`src/hdl/rmp_pkg.sv`:
```
// Constants, types and pairing table for the reading math post-processor
package rmp_pkg;

  localparam int RMP_DATA_W  = 32;
  localparam int RMP_COUNT_W = 32;

  typedef enum logic [2:0] {
    op_running_average,
    relative_decibel_op,
    power_level_op,
    op_limit_test,
    op_null_offset
  } rmp_op_t;

  typedef enum logic [3:0] {
    dc_voltage_function,
    ac_voltage_function,
    dc_current_function,
    ac_current_function,
    two_wire_resistance_function,
    four_wire_resistance_function,
    frequency_function,
    period_function,
    ratio_function
  } rmp_func_t;

  typedef enum logic [2:0] {
    cmd_select_op,
    cmd_set_state,
    cmd_write_decibel_ref,
    cmd_write_power_ref,
    cmd_write_lower,
    cmd_write_upper,
    cmd_write_null
  } rmp_cmd_t;

  // Values after reset
  localparam rmp_op_t   RMP_RESET_OP   = op_null_offset;
  localparam rmp_func_t RMP_RESET_FUNC = dc_voltage_function;
  localparam logic      RMP_RESET_ON   = 1'b0;

  // Operation and function pairing
  function automatic logic rmp_pair_ok(input rmp_op_t op, input rmp_func_t fn);
    logic ok;
    ok = 1'b0;
    case (op)
      op_running_average, op_limit_test: ok = 1'b1;
      op_null_offset:                   ok = (fn != ratio_function);
      relative_decibel_op, power_level_op: begin
        ok = (fn == dc_voltage_function) || (fn == ac_voltage_function);
      end
      default:                          ok = 1'b0;
    endcase
    return ok;
  endfunction

endpackage

```
`src/hdl/rmp_postproc.sv`:
```
// Reading math post-processor: operation select, pairing check, datapath, statistics
// How it works
// RULE1 - Five operations exist and only the one held in the operation register can be active.
// RULE2 - While enabled, the operation transforms, flags (limit test) or accumulates every reading that arrives.
// RULE3 - Math stays on until the host turns it off, the function changes, or reset occurs.
// RULE4 - Reference, offset and limit registers are preset by the host; result registers hold output.
// RULE5 - Average and limit pair with all nine functions, null with all but ratio, decibel ops with voltage.
// RULE6 - Selecting an operation not allowed with the current function turns math off.
// RULE7 - Switching from a valid active operation to an invalid one raises a settings conflict.
// RULE8 - The host enables math before writing the null offset or decibel reference.
// RULE9 - The mean of readings since averaging was enabled is held and cleared on enable and reset.
// RULE10 - The reading count since averaging was enabled is held and cleared on enable and reset.
// RULE11 - Largest and smallest readings are tracked and cleared on enable and reset.
// RULE12 - Limit test flags each reading that lies above the upper or below the lower limit.
// RULE13 - Null offset outputs each reading minus the null register.
// RULE14 - With math off readings pass unchanged and statistics stay untouched.
`timescale 1ns/100ps
module rmp_postproc #(
  parameter int DATA_W  = rmp_pkg::RMP_DATA_W,
  parameter int COUNT_W = rmp_pkg::RMP_COUNT_W
) (
  // Clock, reset, enable
  input  wire logic                 core_clk_i,
  input  wire logic                 rst_i,
  input  wire logic                 ce_i,
  // Measurement front end
  input  wire rmp_pkg::rmp_func_t   func_i,
  input  wire logic                 rd_valid_i,
  input  wire logic signed [DATA_W-1:0] rd_value_i,
  input  wire logic signed [DATA_W-1:0] rd_power_i,
  // Host commands
  input  wire logic                 cmd_valid_i,
  input  wire rmp_pkg::rmp_cmd_t    cmd_code_i,
  input  wire rmp_pkg::rmp_op_t     cmd_op_i,
  input  wire logic                 cmd_state_i,
  input  wire logic signed [DATA_W-1:0] cmd_value_i,
  // Processed readings
  output logic                      out_valid_o,
  output logic signed [DATA_W-1:0]  out_value_o,
  output logic                      out_fail_o,
  // Status
  output logic                      math_on_o,
  output rmp_pkg::rmp_op_t          math_op_o,
  output logic                      conflict_o,
  // Statistics
  output logic signed [DATA_W-1:0]  avg_mean_o,
  output logic [COUNT_W-1:0]        avg_count_o,
  output logic signed [DATA_W-1:0]  avg_max_o,
  output logic signed [DATA_W-1:0]  avg_min_o
);

  localparam int SUM_W = DATA_W + COUNT_W;

  rmp_pkg::rmp_func_t        func_q;
  logic signed [DATA_W-1:0]  decibel_ref_q;
  logic signed [DATA_W-1:0]  power_ref_q;
  logic signed [DATA_W-1:0]  lower_q;
  logic signed [DATA_W-1:0]  upper_q;
  logic signed [DATA_W-1:0]  null_q;
  logic signed [SUM_W-1:0]   sum_q;
  logic                      dirty_q;
  logic                      neg_q;
  logic                      func_chg;
  logic                      sel_cmd;
  logic                      state_cmd;
  logic                      avg_arm;
  logic                      avg_acc;
  logic                      div_busy;
  logic                      div_done;
  logic                      div_start;
  logic [SUM_W-1:0]          div_num;
  logic [SUM_W-1:0]          div_quo;

  assign func_chg  = (func_i != func_q);
  assign sel_cmd   = cmd_valid_i && (cmd_code_i == rmp_pkg::cmd_select_op) && !func_chg;
  assign state_cmd = cmd_valid_i && (cmd_code_i == rmp_pkg::cmd_set_state) && !func_chg;
  // Averaging freshly enabled
  assign avg_arm = (sel_cmd && math_on_o && cmd_op_i == rmp_pkg::op_running_average
                    && math_op_o != rmp_pkg::op_running_average)
                || (state_cmd && cmd_state_i && !math_on_o
                    && math_op_o == rmp_pkg::op_running_average);
  assign avg_acc = rd_valid_i && math_on_o && math_op_o == rmp_pkg::op_running_average;
  assign div_start = dirty_q && !div_busy && (avg_count_o != '0);
  assign div_num = sum_q[SUM_W-1] ? SUM_W'(-sum_q) : SUM_W'(sum_q);

  // Function tracking
  always_ff @(posedge core_clk_i) begin
    if (rst_i) begin
      func_q <= rmp_pkg::RMP_RESET_FUNC;
    end else if (ce_i) begin
      func_q <= func_i;
    end
  end

  // Operation select and enable
  always_ff @(posedge core_clk_i) begin
    if (rst_i) begin
      math_on_o  <= rmp_pkg::RMP_RESET_ON;
      math_op_o  <= rmp_pkg::RMP_RESET_OP;
      conflict_o <= 1'b0;
    end else if (ce_i) begin
      conflict_o <= 1'b0;
      if (func_chg) begin
        math_on_o <= 1'b0; // RULE3
      end else if (sel_cmd) begin
        math_op_o <= cmd_op_i; // RULE1
        if (!rmp_pkg::rmp_pair_ok(cmd_op_i, func_q)) begin // RULE5
          math_on_o <= 1'b0; // RULE6
          if (math_on_o && rmp_pkg::rmp_pair_ok(math_op_o, func_q)) begin
            conflict_o <= 1'b1; // RULE7
          end
        end
      end else if (state_cmd) begin
        math_on_o <= cmd_state_i && rmp_pkg::rmp_pair_ok(math_op_o, func_q); // RULE5
      end
    end
  end

  // Preset registers
  always_ff @(posedge core_clk_i) begin
    if (rst_i) begin
      decibel_ref_q <= '0;
      power_ref_q   <= '0;
      lower_q       <= '0;
      upper_q       <= '0;
      null_q        <= '0;
    end else if (ce_i && cmd_valid_i) begin
      case (cmd_code_i) // RULE4
        rmp_pkg::cmd_write_decibel_ref: if (math_on_o) decibel_ref_q <= cmd_value_i; // RULE8
        rmp_pkg::cmd_write_null:        if (math_on_o) null_q <= cmd_value_i; // RULE8
        rmp_pkg::cmd_write_power_ref:   power_ref_q <= cmd_value_i;
        rmp_pkg::cmd_write_lower:       lower_q <= cmd_value_i;
        rmp_pkg::cmd_write_upper:       upper_q <= cmd_value_i;
        default: ;
      endcase
    end
  end

  // Reading datapath
  always_ff @(posedge core_clk_i) begin
    if (rst_i) begin
      out_valid_o <= 1'b0;
      out_value_o <= '0;
      out_fail_o  <= 1'b0;
    end else if (ce_i) begin
      out_valid_o <= rd_valid_i;
      out_fail_o  <= 1'b0;
      if (rd_valid_i) begin
        out_value_o <= rd_value_i; // RULE14
        if (math_on_o) begin // RULE2
          case (math_op_o)
            rmp_pkg::op_null_offset:      out_value_o <= rd_value_i - null_q; // RULE13
            rmp_pkg::power_level_op:      out_value_o <= rd_power_i - power_ref_q;
            rmp_pkg::relative_decibel_op: begin
              out_value_o <= rd_power_i - power_ref_q - decibel_ref_q;
            end
            rmp_pkg::op_limit_test: begin
              out_fail_o <= (rd_value_i > upper_q) || (rd_value_i < lower_q); // RULE12
            end
            default: ;
          endcase
        end
      end
    end
  end

  // Count, sum, extremes
  always_ff @(posedge core_clk_i) begin
    if (rst_i) begin
      avg_count_o <= '0;
      sum_q       <= '0;
      avg_max_o   <= '0;
      avg_min_o   <= '0;
      dirty_q     <= 1'b0;
    end else if (ce_i) begin
      if (avg_arm) begin
        avg_count_o <= '0; // RULE10
        sum_q       <= '0;
        avg_max_o   <= '0; // RULE11
        avg_min_o   <= '0; // RULE11
        dirty_q     <= 1'b0;
      end else if (avg_acc) begin
        avg_count_o <= avg_count_o + COUNT_W'(1); // RULE10
        sum_q       <= sum_q + {{COUNT_W{rd_value_i[DATA_W-1]}}, rd_value_i};
        dirty_q     <= 1'b1;
        if (avg_count_o == '0 || rd_value_i > avg_max_o) avg_max_o <= rd_value_i; // RULE11
        if (avg_count_o == '0 || rd_value_i < avg_min_o) avg_min_o <= rd_value_i; // RULE11
      end else if (div_start) begin
        dirty_q <= 1'b0;
      end
    end
  end

  // Mean from the divider
  always_ff @(posedge core_clk_i) begin
    if (rst_i) begin
      avg_mean_o <= '0;
      neg_q      <= 1'b0;
    end else if (ce_i) begin
      if (avg_arm) begin
        avg_mean_o <= '0; // RULE9
      end else begin
        if (div_start) neg_q <= sum_q[SUM_W-1];
        if (div_done) begin
          avg_mean_o <= neg_q ? -div_quo[DATA_W-1:0] : div_quo[DATA_W-1:0]; // RULE9
        end
      end
    end
  end

  rmp_divider #(
    .NUM_W (SUM_W),
    .DEN_W (COUNT_W)
  ) u_div (
    .core_clk_i (core_clk_i),
    .rst_i      (rst_i),
    .ce_i       (ce_i),
    .abort_i    (avg_arm),
    .start_i    (div_start),
    .num_i      (div_num),
    .den_i      (avg_count_o),
    .busy_o     (div_busy),
    .done_o     (div_done),
    .quo_o      (div_quo)
  );
endmodule // rmp_postproc

```
`src/hdl/rmp_divider.sv`:
```
// Serial restoring divider for the running mean
`timescale 1ns/100ps
module rmp_divider #(
  parameter int NUM_W = 64,
  parameter int DEN_W = 32
) (
  // Clock and control
  input  wire logic             core_clk_i,
  input  wire logic             rst_i,
  input  wire logic             ce_i,
  input  wire logic             abort_i,
  // Start strobe and operands
  input  wire logic             start_i,
  input  wire logic [NUM_W-1:0] num_i,
  input  wire logic [DEN_W-1:0] den_i,
  // Result
  output logic                  busy_o,
  output logic                  done_o,
  output logic [NUM_W-1:0]      quo_o
);

  logic [DEN_W-1:0]         rem_q;
  logic [DEN_W-1:0]         den_q;
  logic [$clog2(NUM_W):0]   step_q;
  logic [DEN_W:0]           rem_sh;
  logic [DEN_W:0]           diff;

  assign rem_sh = {rem_q, quo_o[NUM_W-1]};
  assign diff   = rem_sh - {1'b0, den_q};

  always_ff @(posedge core_clk_i) begin
    if (rst_i) begin
      busy_o <= 1'b0;
      done_o <= 1'b0;
      quo_o  <= '0;
      rem_q  <= '0;
      den_q  <= '0;
      step_q <= '0;
    end else if (ce_i) begin
      done_o <= 1'b0;
      if (abort_i) begin
        busy_o <= 1'b0;
      end else if (start_i && !busy_o) begin
        busy_o <= 1'b1;
        quo_o  <= num_i;
        den_q  <= den_i;
        rem_q  <= '0;
        step_q <= '0;
      end else if (busy_o) begin
        if (!diff[DEN_W]) begin
          rem_q <= diff[DEN_W-1:0];
          quo_o <= {quo_o[NUM_W-2:0], 1'b1};
        end else begin
          rem_q <= rem_sh[DEN_W-1:0];
          quo_o <= {quo_o[NUM_W-2:0], 1'b0};
        end
        step_q <= step_q + 1'b1;
        if (step_q == ($clog2(NUM_W)+1)'(NUM_W - 1)) begin
          busy_o <= 1'b0;
          done_o <= 1'b1;
        end
      end
    end
  end

endmodule // rmp_divider

```
`config.mk`:
```
export PLATFORM = sky130hd
export DESIGN_NAME = rmp_postproc
export DESIGN_NICKNAME = d
export VERILOG_FILES = /design/src/hdl/rmp_pkg.sv /design/src/hdl/rmp_postproc.sv /design/src/hdl/rmp_divider.sv
export SDC_FILE = /design/constraint.sdc
export NUM_CORES = 2
export LEC_CHECK = 0
export ABC_CLOCK_PERIOD_IN_PS = 16190
export BUFFER_PORTS_ARGS = -buffer_cell sky130_fd_sc_hd__clkbuf_2
export CORE_MARGIN = 2
export CORE_UTILIZATION = 45
export DETAILED_ROUTE_END_ITERATION = 10
export PLACE_DENSITY = 0.59
export SLEW_MARGIN = 20
export SYNTH_ARGS = -nofsm -noshare
export SYNTH_HDL_FRONTEND = slang
export SYNTH_HIERARCHICAL = 1
export SYNTH_SLANG_ARGS = --single-unit
```
`constraint.sdc`:
```
create_clock -name core_clk_i -period 16.19 [get_ports core_clk_i]
set_clock_uncertainty 0.1 [all_clocks]
set_input_delay 3.238 -clock core_clk_i [delete_from_list [all_inputs] [get_ports core_clk_i]]
set_output_delay 3.238 -clock core_clk_i [all_outputs]
set_load 0.005 [all_outputs]
```
==> impl_metrics.env <==
export IMPL_rsz0062_at_grt="no"
export IMPL_max_cap_violations=0
export IMPL_clockRootBuffer="clkbuf_16"
export IMPL_worstMarginPinSlew_ns=1.25
export IMPL_postCtsHoldBufs=0
export IMPL_peakVddDrop_mv=0.0657
export IMPL_synth_top_area_cell="dfxtp_1"
export IMPL_grt_pass1_wl_um=180000
export IMPL_syn_inst=4688
export IMPL_gp_routability_congestion=0.904
export IMPL_worst_r2r_cell_count=22
export IMPL_h_tree_depth=3
export IMPL_synth_top_family_by_area="compound AO/OA/AOI/OAI gates"
export IMPL_wl_per_cell_um=19.5
export IMPL_clk_latency_ns=0.62
export IMPL_hp_class="reg -> reg"
export IMPL_critical_path_class="in -> reg"
export IMPL_cp_end_kind="flip-flop"
export IMPL_fin_area_um2=40500
export IMPL_die_w_um=286
export IMPL_leakage_nw=16.3
export IMPL_cts_sinks=534
export IMPL_die_h_um=286
export IMPL_placed_area_um2=38100
export IMPL_fillers=7850
export IMPL_grt_use_total_pct=27.5
export IMPL_ctsResizeCount=0
export IMPL_fin_crit_ns=7.69
export IMPL_dp_hpwl_um=85700
export IMPL_synthFlopType="dfxtp_1"
export IMPL_core_area_um2=79000
export IMPL_fp_dieArea_um2=82100
export IMPL_cts_made_buffers=68
export IMPL_drive_above_1_share_pct=9.79
export IMPL_ys_seq_elements=534
export IMPL_avgSynthCellArea_um2=7.66
export IMPL_setup_violations=0
export IMPL_synth_top_area_share_pct=29.8
export IMPL_yosysSeqAreaShare_pct=29.8
export IMPL_synth_xor_area_share_pct=7.16
export IMPL_antenna_found_initial=2
export IMPL_std_cell_rows=103
export IMPL_drt_initial_drc_count=2437
export IMPL_vias=33600
export IMPL_synth_mux_area_share_pct=2.96
export IMPL_routed_wl_um=116000
export IMPL_pwr_density_cell_nw_per_um2=83.0
export IMPL_syn2layout_area_growth_pct=12.7
export IMPL_port_buffers=278
export IMPL_relSlewSlack_pct=14.8
export IMPL_drt_pass1_iter_count=5
export IMPL_synth_edf_count=0
export IMPL_finalHoldViolCount=0
export IMPL_yosys_warnings=6
export IMPL_async_reset_ff_share_pct=0
export IMPL_synth_cell_types=87
export IMPL_cts_tree="yes"
export IMPL_critPathRequiredTime_ns=16.63
export IMPL_grt_pass1_vias=31300
export IMPL_overflow=0
export IMPL_hold_depth=2
export IMPL_synth_area_um2=35900
export IMPL_cts_buffer_depth=3
export IMPL_synth_area_leaders="dfxtp_1 (30%), ha_1 (11%), nand2_1 (7.2%)"
export IMPL_antenna_left=0
export IMPL_ios=279
export IMPL_slew_violations=0
export IMPL_startpoint_type="primary input"
export IMPL_synthAdderAreaFrac_pct=11.4
export IMPL_start_util_pct=45.4
export IMPL_setup_tns_ns=0
export IMPL_syn_nets=5124
export IMPL_via_per_inst=5.66
export IMPL_clk_pin_slew_ns=0.06
export IMPL_post_route_period_util_pct=47.5
export IMPL_grt_max_degree=97
export IMPL_worstPathMaxFanout=5
export IMPL_synthSimpleGateAreaFrac_pct=19.5
export IMPL_cp_arrival_ns=8.13
export IMPL_drc=0
export IMPL_max_freq_ghz=0.130
export IMPL_outcome="complete, no violations"
export IMPL_post_cts_repair_setup_buffers=0
export IMPL_synth_compound_area_share_pct=23.3
export IMPL_nets=5266
registers in the layout (all words and copies together) (netlist names), 3 cells and up:
signal / cells
avg_max_o: 32
u_div/rem_q: 32
upper_q: 32
avg_mean_o: 32
power_ref_q: 32
math_op_o: 3
lower_q: 32
null_q: 32
avg_count_o: 32
sum_q: 64
u_div/step_q: 7
out_value_o: 32
u_div/den_q: 32
func_q: 4
u_div/quo_o: 64
avg_min_o: 32
decibel_ref_q: 32
cell families (layout without fill, tap and decap cells):
kind of cell,count (synthesis),after routing
and+or+nand+nor,1554,1554
AOI/OAI and AO/OA,1326,1326
buffers and inverters,552,748
DFF,534,534
adders and majority gates,324,324
xor gates and xnor gates,292,292
muxes,106,106
other,0,5
final timing paths:
| check | from | end | slack [ns] |
|---|---|---|---|
| setup / recovery | rd_power_i[0] | out_value_o[27]$_SDFFE_PP0P_ | 8.50 |
| hold / removal | u_div/quo_o[54]$_SDFFE_PP0P_ | u_div/quo_o[54]$_SDFFE_PP0P_ | 0.35 |
| setup reg to reg | power_ref_q[2]$_SDFFE_PP0P_ | out_value_o[27]$_SDFFE_PP0P_ | 10.87 |
| hold reg to reg | u_div/quo_o[54]$_SDFFE_PP0P_ | u_div/quo_o[54]$_SDFFE_PP0P_ | 0.35 |
routing by layer:
metal | vias to the layer above | wire, um | GRT usage [%]
met2 | 722 | 53800 | 45.9
met1 | 15900 | 53300 | 37.1
li1 | 16800 | - | -
met5 | - | 23 | 0
met4 | 4 | 3570 | 8.26
met3 | 181 | 4930 | 3.30
where the power goes:
group          leakage [nW]  switching (mW)  total, mW  internal, mW
sequential             4.31         0.00725       1.33          1.32
combinational          10.9           0.248      0.392         0.144
clock                  1.17           0.629       1.64          1.01
layout by cell type (no fill, tap or decap), drive strengths merged, types with 25 or more instances in the layout:
cell type	instances
a211oi	45
a21o	116
a21oi	511
a222oi	29
a22oi	56
a31oi	25
and3	35
buf	42
clkbuf	382
dfxtp	534
ha	319
inv	306
mux2i	105
nand2	685
nand2b	39
nand3	79
nand4	55
nor2	376
nor2b	76
nor3	78
o211ai	35
o21a	36
o21ai	240
o21bai	25
o221ai	44
o31ai	45
or3	34
xnor2	173
xor2	118
worst max-delay path: stages:
cell	delay, ns
clkbuf_2	0.08
inv_1	0.04
ha_1	0.18
fa_1	0.21
nor2b_1	0.07
o31a_1	0.28
o21ba_2	0.24
o21ba_2	0.22
or2_2	0.32
a21boi_0	0.25
o21bai_1	0.11
xor2_1	0.22
ha_1	0.34
a21o_1	0.21
a21oi_1	0.13
o21ai_0	0.09
a21o_1	0.18
a21oi_1	0.28
o21ai_0	0.23
a211oi_1	0.50
a21oi_1	0.16
xnor2_1	0.14
o221a_2	0.27
nor3_1	0.13
synthesized netlist by cell type (14+ instances only):
master and n:
nor2b_1 76, o221ai_1 44, xnor2_1 173, nand3_1 79, ha_1 319, o211ai_1 35, nor3_1 78, o21bai_1 24
o31ai_1 42, a21o_1 116, a21oi_1 511, nor2_1 376, mux2i_1 105, or3_1 30, a22oi_1 54, inv_1 304
xor2_1 118, o21a_1 36, nand2b_1 39, a31oi_1 25, o21ai_0 228, or4_1 15, nor4_1 22, nand4_1 55
and3_1 35, buf_1 15, nand2_1 685, a211oi_1 43, clkbuf_1 220, a21boi_0 14, dfxtp_1 534, a222oi_1 29
through the flow:
step / cells / utilization, % / total power [mW] / setup slack [ns] / hold WS [ns]
3_3_place_gp: 5810 / 48.2 / 1.75 / 8.03 / 0.339
6_report: 5939 / 51.2 / 3.36 / 8.50 / 0.350
4_1_cts: 5934 / 51.2 / 3.39 / 8.55 / 0.351
3_5_place_dp: 5810 / 48.2 / 1.75 / 7.95 / 0.346
5_1_grt: 5934 / 51.2 / 3.48 / 8.17 / 0.365
2_1_floorplan: 4688 / - / 1.62 / 8.73 / 0.331
area by class of cell:
type                            instances  area, um^2  share of cell area (%)
Clock buffer                          105        2070                    5.10
Multi-Input combinational cell       3602       23200                    57.3
Inverter                              305        1140                    2.83
Timing Repair Buffer                  319        1710                    4.22
Sequential cell                       534       10700                    26.4
Antenna cell                            5        12.5                  0.0309
Clock inverter                         19         332                   0.819
Tap cell                             1050        1310                    3.25
Note: power is estimated with default switching activity, not from simulation.
